**src/hw/dpo_pkg.sv**
```systemverilog
// Purpose: shared constants and types for the output phase offset control
// Assumes: internal clock domain, registers reached through plain ports
// Notes: offset step is one internal period divided by two to the eleventh
package dpo_pkg;
   // register widths and reset values
   localparam int DPO_BYTE_W = 8;
   localparam int DPO_OFFSET_W = 16;
   localparam logic [7:0] DPO_HIGH_RESET = 8'h00;
   localparam logic [7:0] DPO_BIAS_RESET = 8'h00;
   // bias register: low six bits hold the field, top two unused
   localparam int DPO_BIAS_FIELD_W = 6;
   localparam logic [1:0] DPO_BIAS_UNUSED = 2'h0;
   // internal period in femtoseconds: 1e12 divided by the clock in kHz
   localparam longint DPO_INT_CLK_KHZ = 77760;
   localparam longint DPO_INT_PERIOD_FS = 64'd1000000000000 / DPO_INT_CLK_KHZ;
   localparam int DPO_FRAC_BITS = 11;
   // one offset step, about 6.279 ps
   localparam longint DPO_LSB_FS = DPO_INT_PERIOD_FS >> DPO_FRAC_BITS;
   // value giving half an internal period, i.e. full inversion
   localparam logic [10:0] DPO_HALF_PERIOD = 11'h400;
   // ramp update interval, counted on the 250 MHz block clock
   localparam int DPO_CLK_PERIOD_NS = 4;
   localparam int DPO_UPDATE_NS = 1000;
   localparam int DPO_UPDATE_CYCLES = DPO_UPDATE_NS / DPO_CLK_PERIOD_NS;
   localparam int DPO_STEP_MAX = 8;
   localparam int DPO_TIMER_W = 16;
   // control inputs that travel together
   typedef struct packed {
      logic locked;
      logic ramp_disable;
      logic buildout_en;
   } dpo_cfg_type;
   // ramp state, one-hot
   typedef enum logic [1:0] {
      DPO_SETTLED = 2'b01,
      DPO_RAMPING = 2'b10
   } dpo_state_type;
endpackage : dpo_pkg

```
**src/hw/dpo_phase_offset_ctrl.sv**
```systemverilog
// Purpose: programmable output phase offset with ramping, and time bias reg
// Assumes: register writes are one-cycle strobes in the clk domain
// Notes: lower offset byte is held elsewhere and arrives on offset_low
//
// Notes on behaviour
// - high and low bytes join into one signed 16-bit two's complement offset
// - one offset step is the internal period over two to the eleventh
// - a value of 1024 shifts half a period, inverting the output clock
// - while locked, a new offset is reached gradually, at most STEP_MAX steps per update
// - a supervision bit disables ramping; meant for holdover-only changes
// - while build-out is enabled the programmed offset has no effect
// - build-out time bias register; its top two bits are unused
`timescale 1ns/100ps
module dpo_phase_offset_ctrl
   import dpo_pkg::*;
#(
   parameter int UPDATE_CYCLES = DPO_UPDATE_CYCLES,
   parameter int STEP_MAX = DPO_STEP_MAX
)
(
   // clock and reset
   input wire logic clk,
   input wire logic rst_n,
   // high offset byte register port
   input wire logic high_wr,
   input wire logic [7:0] high_wdata,
   output logic [7:0] high_rdata,
   // lower offset byte, held in its own register
   input wire logic [7:0] offset_low,
   // build-out time bias register port
   input wire logic bias_wr,
   input wire logic [7:0] bias_wdata,
   output logic [7:0] bias_rdata,
   // pll state and supervision controls
   input wire dpo_cfg_type cfg,
   // applied phase shift
   output logic signed [15:0] applied_offset,
   output logic ramp_busy,
   output logic output_inverted,
   output logic [5:0] bias_field
);
   logic [7:0] high_reg, high_next;
   logic [DPO_BIAS_FIELD_W-1:0] bias_reg, bias_next;
   logic signed [15:0] applied_reg, applied_next;
   logic [DPO_TIMER_W-1:0] timer_reg, timer_next;
   dpo_state_type state_reg, state_next;
   logic signed [15:0] target;
   logic signed [15:0] effective;
   logic signed [15:0] stepped;
   logic tick;
   logic ramp_on;
   localparam logic [DPO_TIMER_W-1:0] TIMER_LOAD =
      DPO_TIMER_W'(UPDATE_CYCLES - 1);

   assign target = {high_reg, offset_low};
   // build-out owns the phase, so the programmed offset is dropped
   assign effective = cfg.buildout_en ? 16'sh0000 : target;
   // update strobe, once every UPDATE_CYCLES clocks
   assign tick = (timer_reg == '0);
   // only ramp while locked; free-run and holdover may step at once
   assign ramp_on = cfg.locked && !cfg.ramp_disable;

   dpo_ramp_step #(
      .STEP_MAX(STEP_MAX)
   ) u_step (
      .cur(applied_reg),
      .tgt(effective),
      .nxt(stepped)
   );

   // register writes; bias keeps only its six used bits
   always_comb
   begin
      high_next = high_wr ? high_wdata : high_reg;
      bias_next = bias_wr ? bias_wdata[DPO_BIAS_FIELD_W-1:0] : bias_reg;
   end

   // update interval timer and applied offset; a target that moves mid ramp
   // just redirects it, since each step is taken against the live target,
   // and a dropped lock hands over to a direct step at once
   always_comb
   begin
      timer_next = tick ? TIMER_LOAD : timer_reg - 1'b1;
      applied_next = applied_reg;
      state_next = state_reg;
      case (state_reg)
         DPO_SETTLED:
         begin
            if (applied_reg != effective)
            begin
               if (ramp_on)
                  state_next = DPO_RAMPING;
               else
                  applied_next = effective;
            end
         end
         DPO_RAMPING:
         begin
            if (!ramp_on)
            begin
               applied_next = effective;
               state_next = DPO_SETTLED;
            end
            else if (tick)
            begin
               applied_next = stepped;
               if (stepped == effective)
                  state_next = DPO_SETTLED;
            end
         end
         default:
         begin
            state_next = DPO_SETTLED;
         end
      endcase
   end

   // register file; kept apart from the ramp so that a ramp in progress
   // never disturbs what software reads back
   always_ff @(posedge clk or negedge rst_n)
   begin
      if (!rst_n)
      begin
         high_reg <= DPO_HIGH_RESET;
         bias_reg <= DPO_BIAS_RESET[DPO_BIAS_FIELD_W-1:0];
      end
      else
      begin
         high_reg <= high_next;
         bias_reg <= bias_next;
      end
   end

   // ramp state; the timer free-runs so update ticks keep a fixed cadence
   // whatever the software does in between
   always_ff @(posedge clk or negedge rst_n)
   begin
      if (!rst_n)
      begin
         applied_reg <= '0;
         timer_reg <= '0;
         state_reg <= DPO_SETTLED;
      end
      else
      begin
         applied_reg <= applied_next;
         timer_reg <= timer_next;
         state_reg <= state_next;
      end
   end

   // outputs; the low 11 bits are the fraction of one internal period
   assign high_rdata = high_reg;
   assign bias_rdata = {DPO_BIAS_UNUSED, bias_reg};
   assign bias_field = bias_reg;
   assign applied_offset = applied_reg;
   assign ramp_busy = (state_reg == DPO_RAMPING);
   assign output_inverted =
      (applied_reg[DPO_FRAC_BITS-1:0] == DPO_HALF_PERIOD);
endmodule : dpo_phase_offset_ctrl

```
**src/hw/dpo_ramp_step.sv**
```systemverilog
// Purpose: one bounded ramp step from the current toward the target offset
// Assumes: step_max is positive and below the offset range
// Notes: purely combinational
`timescale 1ns/100ps
module dpo_ramp_step
   import dpo_pkg::*;
#(
   parameter int STEP_MAX = DPO_STEP_MAX
)
(
   // offsets in
   input wire logic signed [15:0] cur,
   input wire logic signed [15:0] tgt,
   // offset out
   output logic signed [15:0] nxt
);
   logic signed [16:0] diff;
   localparam logic signed [16:0] STEP = 17'(STEP_MAX);

   // limit the move so internal dividers never lose alignment
   always_comb
   begin
      diff = 17'(tgt) - 17'(cur);
      if (diff > STEP)
         nxt = 16'(cur + 16'(STEP_MAX));
      else if (diff < -STEP)
         nxt = 16'(cur - 16'(STEP_MAX));
      else
         nxt = tgt;
   end
endmodule : dpo_ramp_step

```
**config.mk**
```make
export PLATFORM = sky130hd
export DESIGN_NAME = dpo_phase_offset_ctrl
export DESIGN_NICKNAME = d
export VERILOG_FILES = /design/src/hw/dpo_pkg.sv /design/src/hw/dpo_phase_offset_ctrl.sv /design/src/hw/dpo_ramp_step.sv
export SDC_FILE = /design/constraint.sdc
export NUM_CORES = 1
export LEC_CHECK = 0
export ABC_AREA = 0
export BUFFER_PORTS_ARGS = -buffer_cell sky130_fd_sc_hd__buf_2
export CELL_PAD_IN_SITES_DETAIL_PLACEMENT = 0
export CELL_PAD_IN_SITES_GLOBAL_PLACEMENT = 2
export CORE_MARGIN = 8
export CORE_UTILIZATION = 31
export CTS_CLUSTER_SIZE = 12
export DETAILED_ROUTE_END_ITERATION = 10
export PLACE_DENSITY = 0.77
export SLEW_MARGIN = 0
export SYNTH_ARGS = -nofsm -noshare
export SYNTH_HDL_FRONTEND = slang
export SYNTH_SLANG_ARGS = --single-unit
```
**constraint.sdc**
```tcl
create_clock -name clk -period 3.8 [get_ports clk]
set_input_delay 0.76 -clock clk [delete_from_list [all_inputs] [get_ports clk]]
set_output_delay 0.76 -clock clk [all_outputs]
set_load 0.03 [all_outputs]
```
==> flow_summary.html, run 1 <==
<table>
<tr><th>Metric</th><th>Value</th></tr>
<tr><th colspan="2">Critical path</th></tr>
<tr><td>Required time at the worst-slack endpoint</td><td>around 4 ns</td></tr>
<tr><td>Cell type of the slowest stage on the worst timing path</td><td>or3_1</td></tr>
<tr><td>Maximum net fanout on the critical path</td><td>6</td></tr>
<tr><td>Crit path arrival time</td><td>between 4 and 5 ns</td></tr>
<tr><td>Cell type with the highest occurrence count on the critical path</td><td>ha_4</td></tr>
<tr><td>Series of cell instances along the critical path</td><td>buf_2 -&gt; nor2b_4 -&gt; inv_2 -&gt; ha_4 -&gt; inv_4 -&gt; ha_4 -&gt; or3_1 -&gt; and3b_1 -&gt; o311ai_2 -&gt; nand3_1 -&gt; nor4_4 -&gt; and4_4 -&gt; a21oi_2 -&gt; a221o_1 -&gt; a2111oi_4 -&gt; nand3_2 -&gt; o31ai_4 -&gt; mux2_1</td></tr>
<tr><td>Startpoint type of the worst setup path</td><td>primary input</td></tr>
<tr><td>Reg-to-reg startpoint</td><td>applied_offset[4]$_DFFE_PN0P_</td></tr>
<tr><td>Critical path start-end classification</td><td>in2reg</td></tr>
<tr><td>Critical path buffer and inverter count</td><td>3</td></tr>
<tr><td>Worst setup startpoint</td><td>offset_low[0]</td></tr>
<tr><td>Delay of the slowest cell on the worst path</td><td>0.38 ns</td></tr>
<tr><td>Critical Path Sink Type</td><td>register</td></tr>
<tr><td>Top cell family by delay on the critical path</td><td>simple AND/OR/NAND/NOR gates</td></tr>
<tr><th colspan="2">Clock network</th></tr>
<tr><td>Clock tree from TritonCTS</td><td>built</td></tr>
<tr><td>Master cell of the clock root buffer</td><td>clkbuf_16</td></tr>
<tr><td>Clock-pin slew of the registers on the worst-case setup and hold paths</td><td>approximately 0.070 ns</td></tr>
<tr><td>Count of clock tree sinks</td><td>48</td></tr>
<tr><td>CTS Buf Count</td><td>5</td></tr>
<tr><td>CTS Hold Bufs</td><td>0</td></tr>
<tr><td>Maximum clock path buffer count</td><td>2</td></tr>
<tr><td>Worst skew pair latency</td><td>between 0.2 and 0.3 ns</td></tr>
<tr><td>Number of H-tree branching levels</td><td>2</td></tr>
<tr><th colspan="2">Routing</th></tr>
<tr><td>1st-iter DRT viols</td><td>about 460</td></tr>
<tr><td>Drt pass-1 iters</td><td>5</td></tr>
<tr><td>Detailed Route WL</td><td>19400 um</td></tr>
<tr><td>Number of antenna-violating nets in the routed design</td><td>0</td></tr>
<tr><td>Via count normalized by instance count</td><td>around 5.3</td></tr>
<tr><td>DRC</td><td>0</td></tr>
<tr><td>Mean routed wirelength per cell</td><td>18.0 um</td></tr>
<tr><td>Routed vias</td><td>5763</td></tr>
<tr><th colspan="2">Synthesis</th></tr>
<tr><td>Synthesized area per cell</td><td>~8.0 um2</td></tr>
<tr><td>Cell count after synthesis</td><td>around 630</td></tr>
<tr><td>Commonest cells in the synthesized netlist</td><td>nor2_1, nand2_1, dfrtp_1</td></tr>
<tr><td>Largest cells by area after synthesis</td><td>dfrtp_1, xnor2_1, mux2_2, nor2_1, ha_1</td></tr>
<tr><td>Dominant cell type by area after synthesis</td><td>dfrtp_1</td></tr>
<tr><td>Synthesized area</td><td>approximately 0.005 mm2</td></tr>
<tr><td>Part of the Yosys area used for sequential elements</td><td>23.9%</td></tr>
<tr><td>Post-synth EDFFs</td><td>0</td></tr>
<tr><td>Count of synthesis-stage warnings from yosys</td><td>0</td></tr>
<tr><td>Prevailing post-synth register cell</td><td>dfrtp_1</td></tr>
<tr><td>Top cell type's share of synthesized area</td><td>a little under a quarter</td></tr>
<tr><td>Synth async-reset ratio</td><td>100%</td></tr>
<tr><td>Unique masters post-synth</td><td>87</td></tr>
<tr><td>Count of state elements after synthesis</td><td>48</td></tr>
<tr><td>Most used standard cell by instance count after synthesis</td><td>nor2_1</td></tr>
<tr><th colspan="2">Layout</th></tr>
<tr><td>Net count, final</td><td>a little over 900</td></tr>
<tr><td>Finished Core Util</td><td>around half</td></tr>
<tr><td>Register area</td><td>~0.0012 mm2</td></tr>
<tr><td>Filler Cell Count</td><td>~1600</td></tr>
<tr><td>Diodes inserted</td><td>0</td></tr>
<tr><td>Final standard cell count with taps included and fillers excluded</td><td>1078</td></tr>
<tr><td>Summed area of non-filler cells in the final layout</td><td>between 0.007 and 0.008 mm2</td></tr>
<tr><td>Proportion of layout cells with a drive suffix above 1</td><td>about 45%</td></tr>
<tr><td>Area used by multi-input combinational logic</td><td>approximately 0.0039 mm2</td></tr>
<tr><td>Area added between synthesis and finish</td><td>51.8%</td></tr>
<tr><th colspan="2">GRT</th></tr>
<tr><td>Number of antenna violations at the first check in global routing</td><td>0</td></tr>
<tr><td>Remaining global-route overflow</td><td>0</td></tr>
<tr><td>Vias in the first global route</td><td>between 5000 and 6000</td></tr>
<tr><td>Largest net degree at the start of global routing</td><td>32</td></tr>
<tr><td>All-layer global routing usage</td><td>between 10% and 20%</td></tr>
<tr><td>Global-route wire length before repair</td><td>30600 um</td></tr>
<tr><th colspan="2">STA</th></tr>
<tr><td>Fin Setup TNS</td><td>-6.89 ns</td></tr>
<tr><td>Pin slew with the least headroom to its limit</td><td>approximately 0.52 ns</td></tr>
<tr><td>Headroom to the max-slew limit</td><td>roughly 64%</td></tr>
<tr><td>Final Hold Violating Endpoints</td><td>0</td></tr>
<tr><td>Max Clock Freq</td><td>231 MHz</td></tr>
<tr><td>Number of max-slew violations in the final report</td><td>0</td></tr>
<tr><td>Unrepaired setup endpoints after global routing</td><td>yes</td></tr>
<tr><td>Final setup viols</td><td>17</td></tr>
<tr><td>Final clock skew</td><td>about 0.0059 ns</td></tr>
<tr><td>Min Tclk post-route</td><td>between 4 and 5 ns</td></tr>
<tr><td>Final clock period utilization by the worst path</td><td>114%</td></tr>
<tr><td>Worst-case setup margin in the final layout</td><td>-0.521 ns</td></tr>
<tr><th colspan="2">Placement</th></tr>
<tr><td>Count of input and output buffers</td><td>66</td></tr>
<tr><td>Placed cell area</td><td>0.00683 mm2</td></tr>
<tr><td>Post-Place Cells</td><td>~1000</td></tr>
<tr><td>Post-DP HPWL</td><td>roughly 15000 um</td></tr>
<tr><td>Placer congestion estimate</td><td>~0.91</td></tr>
<tr><th colspan="2">Floorplan</th></tr>
<tr><td>Width of the die</td><td>roughly 140 um</td></tr>
<tr><td>Count of standard-cell rows</td><td>between 40 and 50</td></tr>
<tr><td>Total I/O pin count</td><td>71</td></tr>
<tr><td>Die height</td><td>143 um</td></tr>
<tr><td>Area of the core region</td><td>roughly 0.016 mm2</td></tr>
<tr><td>DIE AREA</td><td>approximately 0.021 mm2</td></tr>
<tr><td>Starting density of the core</td><td>31.6%</td></tr>
<tr><th colspan="2">Power and ir drop</th></tr>
<tr><td>Power density over the cells</td><td>roughly 750 mW/mm2</td></tr>
<tr><td>Worst IR Drop VDD</td><td>between 0.3 and 0.4 mV</td></tr>
<tr><td>Total power</td><td>between 0.005 and 0.006 W</td></tr>
<tr><td>Total leakage power</td><td>between 3 and 4 nW</td></tr>
<tr><th colspan="2">Status</th></tr>
<tr><td>Outcome</td><td>complete, but fails checks</td></tr>
<tr><td>Violations in the final reports</td><td>negative setup slack</td></tr>
<tr><th colspan="2">Flow run</th></tr>
<tr><td>Max Cap Violations</td><td>0</td></tr>
<tr><th colspan="2">Worst hold path</th></tr>
<tr><td>Type of the most critical hold path</td><td>in2async</td></tr>
</table>
per-layer routing:
metal / vias to the layer above / track usage, % / share of wire (%)
li1: 2763 / - / -
met4: 0 / 4.70 / 1.5
met2: 156 / 32.3 / 48
met1: 2822 / 24.6 / 46
met3: 22 / 1.99 / 4.3
met5: - / 0 / 0
area by class of cell:
type                       count  area share, %
timing repair buffer         269           25.4
inverter                      27           1.39
clock inverter                 3          0.607
clock buffer                   5           1.64
tap                          216           3.54
multi-input combinational    510           51.7
sequential                    48           15.8
cells by family after synthesis:
family / Yosys count / synth area share, %
and+or+nand+nor: 250 / 26.7
AOI/OAI and AO/OA: 171 / 25.1
buffers and inverters: 71 / 6.70
xor gates and xnor gates: 50 / 8.86
DFF: 48 / 23.9
muxes: 21 / 4.66
adders and majority gates: 16 / 3.96
other: 1 / 0.0746
per-stage QoR:
step | hold slack (ns) | setup WS, ns
2_1_floorplan | 0.464 | -0.792
3_3_place_gp | 0.487 | -0.947
3_5_place_dp | 0.494 | -1.08
4_1_cts | 0.423 | -0.523
5_1_grt | 0.436 | -0.697
6_report | 0.415 | -0.521
repair_timing:
item / in CTS / in global routing
pin swaps: 19 / 20
endpoints found under the setup margin: 17 / 18
gates resized for setup: 65 / 26
buffers inserted: 18 / 10
cells in the final DEF (no fill, tap or decap), drive strengths merged, types with 11 or more instances in the layout:
master	n
nand3	22
mux2	19
nand2	49
inv	28
dfrtp	47
nand4	13
xor2	11
nor3	19
buf	269
o21ai	38
a22oi	11
nor2	53
nor2b	21
xnor2	39
ha	15
and3	13
nand2b	13
a21oi	26
path summary, 6_finish.rpt:
path / endpoint / slack (ns) / depth (start not counted)
setup / recovery: state_reg[1]$_DFFE_PN0P_ / -0.52 / 18
hold / removal: bias_field[3]$_DFFE_PN0P_ / 0.41 / 1
setup reg to reg: applied_offset[13]$_DFFE_PN0P_ / -0.34 / 22
hold reg to reg: state_reg[0]$_DFFE_PN1P_ / 0.50 / 2
max in group asynchronous: state_reg[0]$_DFFE_PN1P_ / 2.56 / 2
min in group clk: state_reg[0]$_DFFE_PN1P_ / 0.50 / 2
power by group:
group | internal (W) | switching, W
logic | 0.00209 | 0.00241
registers | 0.000611 | 0.000114
clock network | 0.000313 | 0.000210
total | 0.00302 | 0.00273
worst reg2reg max path, cell delays in order (launching register included):
cell and delay [ns]:
dfrtp_1 0.43, buf_4 0.22, nor2b_1 0.25, o21ai_0 0.20, and3_4 0.23, o32ai_4 0.37
xor2_2 0.26, buf_4 0.16, a21oi_2 0.03, buf_4 0.14, and3_4 0.17, a32o_2 0.26
buf_4 0.14, buf_6 0.10, buf_6 0.11, buf_4 0.12, buf_6 0.10, buf_6 0.11
nor2_4 0.19, buf_6 0.17, buf_12 0.11, o22ai_2 0.06, o21ai_1 0.14
No activity file was read; power rests on OpenSTA's default activity.
==> run 2, diff against run 1 <==
==> constraint.sdc (replaced) <==
create_clock -name clk -period 3.8 [get_ports clk]
set_input_delay 0.76 -clock clk [delete_from_list [all_inputs] [get_ports clk]]
set_output_delay 0.76 -clock clk [all_outputs]
set_load 0.05 [all_outputs]
==> run 2 against run 1 <==
Compared with the run above:
- the flow still finishes with violations (negative setup slack)
- cell area rose by 2.5%
- clock power up 14%
- core utilization rose by 1.2 points
- via count rose by 0.57%
- non-clock buffer count up 17
- first-iteration DRC count down 21%
- combinational power is 6.9% higher
- count of clock-buffer cells in the layout is the same
- global-route usage rose by 0.51 points
- largest power group unchanged
- highest routed layer unchanged
==> flow_summary.html, run 2 (synthesized netlist as in run 1, its figures left out) <==
<table>
<tr><th>Metric</th><th>Value</th></tr>
<tr><th colspan="2">Status</th></tr>
<tr><td>Outcome</td><td>complete, but fails checks</td></tr>
<tr><td>Violations in the final reports</td><td>negative setup slack</td></tr>
<tr><th colspan="2">Clock network</th></tr>
<tr><td>CTS Buf Count</td><td>5 (unchanged)</td></tr>
<tr><td>Worst skew pair latency</td><td>0.30 ns (about the same)</td></tr>
<tr><td>Maximum clock path buffer count</td><td>2 (unchanged)</td></tr>
<tr><td>Number of H-tree branching levels</td><td>2 (unchanged)</td></tr>
<tr><td>Clock tree from TritonCTS</td><td>built</td></tr>
<tr><td>Master cell of the clock root buffer</td><td>clkbuf_16</td></tr>
<tr><td>Clock-pin slew of the registers on the worst-case setup and hold paths</td><td>0.07 ns (about the same)</td></tr>
<tr><td>Count of clock tree sinks</td><td>48 (unchanged)</td></tr>
<tr><td>CTS Hold Bufs</td><td>0 (unchanged)</td></tr>
<tr><th colspan="2">Routing</th></tr>
<tr><td>1st-iter DRT viols</td><td>362 (-21%)</td></tr>
<tr><td>Number of antenna-violating nets in the routed design</td><td>0 (unchanged)</td></tr>
<tr><td>DRC</td><td>0 (unchanged)</td></tr>
<tr><td>Drt pass-1 iters</td><td>5 (unchanged)</td></tr>
<tr><td>Via count normalized by instance count</td><td>5.29 (-0.99%)</td></tr>
<tr><td>Detailed Route WL</td><td>19600 um (+1.2%)</td></tr>
<tr><td>Mean routed wirelength per cell</td><td>17.9 um (-0.37%)</td></tr>
<tr><td>Routed vias</td><td>5796 (+0.57%)</td></tr>
<tr><th colspan="2">Critical path</th></tr>
<tr><td>Critical Path Sink Type</td><td>register</td></tr>
<tr><td>Maximum net fanout on the critical path</td><td>6 (unchanged)</td></tr>
<tr><td>Critical path start-end classification</td><td>in2reg</td></tr>
<tr><td>Crit path arrival time</td><td>4.73 ns (+0.23 ns)</td></tr>
<tr><td>Required time at the worst-slack endpoint</td><td>3.99 ns (about the same)</td></tr>
<tr><td>Startpoint type of the worst setup path</td><td>primary input</td></tr>
<tr><th colspan="2">STA</th></tr>
<tr><td>Final Hold Violating Endpoints</td><td>0 (unchanged)</td></tr>
<tr><td>Final clock period utilization by the worst path</td><td>120% (+5.9 points)</td></tr>
<tr><td>Fin Setup TNS</td><td>-7.43 ns (-0.547 ns)</td></tr>
<tr><td>Final clock skew</td><td>0.00664 ns (+0.000721 ns)</td></tr>
<tr><td>Worst-case setup margin in the final layout</td><td>-0.746 ns (-0.225 ns)</td></tr>
<tr><td>Unrepaired setup endpoints after global routing</td><td>yes</td></tr>
<tr><td>Final setup viols</td><td>18 (+1)</td></tr>
<tr><td>Max Clock Freq</td><td>220 MHz (-4.9%)</td></tr>
<tr><td>Post-route worst hold slack</td><td>0.433 ns (+0.0182 ns)</td></tr>
<tr><td>Number of max-slew violations in the final report</td><td>0 (unchanged)</td></tr>
<tr><td>Pin slew with the least headroom to its limit</td><td>0.592 ns (+0.0693 ns)</td></tr>
<tr><td>Min Tclk post-route</td><td>4.55 ns (+0.225 ns)</td></tr>
<tr><td>Headroom to the max-slew limit</td><td>60.3% (-3.9 points)</td></tr>
<tr><th colspan="2">Power and ir drop</th></tr>
<tr><td>Worst IR Drop VDD</td><td>0.470 mV (+51%)</td></tr>
<tr><td>Total leakage power</td><td>3.53 nW (+3.3%)</td></tr>
<tr><td>Power density over the cells</td><td>783 mW/mm2 (+3.9%)</td></tr>
<tr><th colspan="2">Layout</th></tr>
<tr><td>Commonest cells after routing, fill and taps aside</td><td>buf_4, buf_2, nand2_1, nor2_1, dfrtp_1</td></tr>
<tr><td>Filler Cell Count</td><td>1539 (-3.3%)</td></tr>
<tr><td>Summed area of non-filler cells in the final layout</td><td>0.00782 mm2 (+2.5%)</td></tr>
<tr><td>Most common cell after layout, fill and taps aside</td><td>buf_4</td></tr>
<tr><td>Net count, final</td><td>924 (+1.9%)</td></tr>
<tr><td>Proportion of layout cells with a drive suffix above 1</td><td>46.1% (+1.3 points)</td></tr>
<tr><td>Area added between synthesis and finish</td><td>55.6%</td></tr>
<tr><td>Register area</td><td>0.00120 mm2 (unchanged)</td></tr>
<tr><td>Diodes inserted</td><td>0 (unchanged)</td></tr>
<tr><td>Area used by multi-input combinational logic</td><td>0.00398 mm2 (+0.95%)</td></tr>
<tr><td>Finished Core Util</td><td>49.2% (+1.2 points)</td></tr>
<tr><th colspan="2">GRT</th></tr>
<tr><td>Number of antenna violations at the first check in global routing</td><td>0 (unchanged)</td></tr>
<tr><td>Largest net degree at the start of global routing</td><td>27 (-16%)</td></tr>
<tr><td>Remaining global-route overflow</td><td>0 (unchanged)</td></tr>
<tr><td>Vias in the first global route</td><td>5952 (+1.7%)</td></tr>
<tr><td>Global-route wire length before repair</td><td>31300 um (+2.0%)</td></tr>
<tr><td>All-layer global routing usage</td><td>19.3% (+0.51 points)</td></tr>
<tr><th colspan="2">Floorplan</th></tr>
<tr><td>Count of standard-cell rows</td><td>46 (unchanged)</td></tr>
<tr><td>Width of the die</td><td>143 um (unchanged)</td></tr>
<tr><td>Die height</td><td>143 um (unchanged)</td></tr>
<tr><td>Total I/O pin count</td><td>71 (unchanged)</td></tr>
<tr><td>Area of the core region</td><td>0.0159 mm2 (unchanged)</td></tr>
<tr><td>Starting density of the core</td><td>31.6% (unchanged)</td></tr>
<tr><td>DIE AREA</td><td>0.0205 mm2 (unchanged)</td></tr>
<tr><th colspan="2">Placement</th></tr>
<tr><td>Post-DP HPWL</td><td>15500 um (+1.5%)</td></tr>
<tr><td>Placer congestion estimate</td><td>0.970 (+6.2%)</td></tr>
<tr><td>Placed cell area</td><td>0.00695 mm2 (+1.8%)</td></tr>
<tr><td>Count of input and output buffers</td><td>66 (unchanged)</td></tr>
<tr><th colspan="2">Flow run</th></tr>
<tr><td>Max Cap Violations</td><td>0 (unchanged)</td></tr>
<tr><th colspan="2">Worst hold path</th></tr>
<tr><td>Type of the most critical hold path</td><td>in2async</td></tr>
</table>
[run 2: changes by cell type in the layout (fill, tap and decap cells not counted), moves of 3 or more]
cell,previous run,this run
buf_6,11,18
nor2b_2,4,1
nor2_1,51,48
nor2b_1,14,17
o21ai_2,6,1
a21oi_2,8,5
buf_4,190,200
o21ai_1,8,11
[run 2: timing repair]
item,in CTS,in global routing
pin swaps,15,22
buffers inserted,19,11
endpoints found under the setup margin,18,18
resized for setup,64,35
gates cloned,1,0
[run 2: metal layers]
layer  share of wire, %  GRT usage, %  vias to the layer above
met5                  0             0                        -
met4                2.3          5.15                        0
met3                4.1          1.69                       35
met2                 49          34.0                      153
met1                 45          24.7                     2798
li1                   -             -                     2810
[run 2: path summary, 6_finish.rpt]
check | depth (start not counted) | from | slack [ns] | endpoint
min in group clk | 2 | state_reg[0]$_DFFE_PN1P_ | 0.51 | state_reg[0]$_DFFE_PN1P_
max reg2reg | 15 | applied_offset[4]$_DFFE_PN0P_ | -0.47 | state_reg[1]$_DFFE_PN0P_
min | 1 | rst_n | 0.43 | bias_field[5]$_DFFE_PN0P_
max | 21 | cfg[0] | -0.75 | state_reg[1]$_DFFE_PN0P_
max in group asynchronous | 2 | rst_n | 2.57 | state_reg[0]$_DFFE_PN1P_
min reg2reg | 2 | state_reg[0]$_DFFE_PN1P_ | 0.51 | state_reg[0]$_DFFE_PN1P_
[run 2: report_power, final]
part,total (W),switching [W],internal [W],leakage [nW]
combinational,0.00481,0.00260,0.00220,2.84
clock,0.000597,0.000217,0.000380,0.0944
sequential,0.000721,0.000110,0.000611,0.596
total,0.00613,0.00293,0.00320,3.53
[run 2: layout make-up]
class | instances | share of cell area [%]
clock buffers | 5 | 1.60
clock inverters | 3 | 0.880
inverters | 27 | 1.33
multi-input cells | 510 | 50.9
flip-flops and latches | 48 | 15.4
well taps | 216 | 3.46
repair buffers | 286 | 26.5
[run 2: stage by stage]
step           std cells  power (W)  setup WS (ns)
2_1_floorplan        629    0.00316         -0.804
3_3_place_gp        1060    0.00487          -1.10
3_5_place_dp        1060    0.00490          -1.18
4_1_cts             1084    0.00580         -0.609
5_1_grt             1095    0.00651         -0.871
6_report            1095    0.00613         -0.746
[run 2: worst max-delay path: stages]
cell and delay [ns]:
buf_12 0.12, nor2b_4 0.12, inv_2 0.05, ha_4 0.16, inv_4 0.06, ha_4 0.13, nor2b_1 0.13, o21ai_1 0.07
o21a_2 0.28, o31ai_4 0.29, xor2_2 0.24, buf_4 0.16, nand4_1 0.16, nor4b_4 0.37, buf_4 0.17, a32o_2 0.15
and4b_1 0.22, a2111oi_2 0.28, nand3_1 0.17, o31ai_4 0.29, mux2_4 0.33
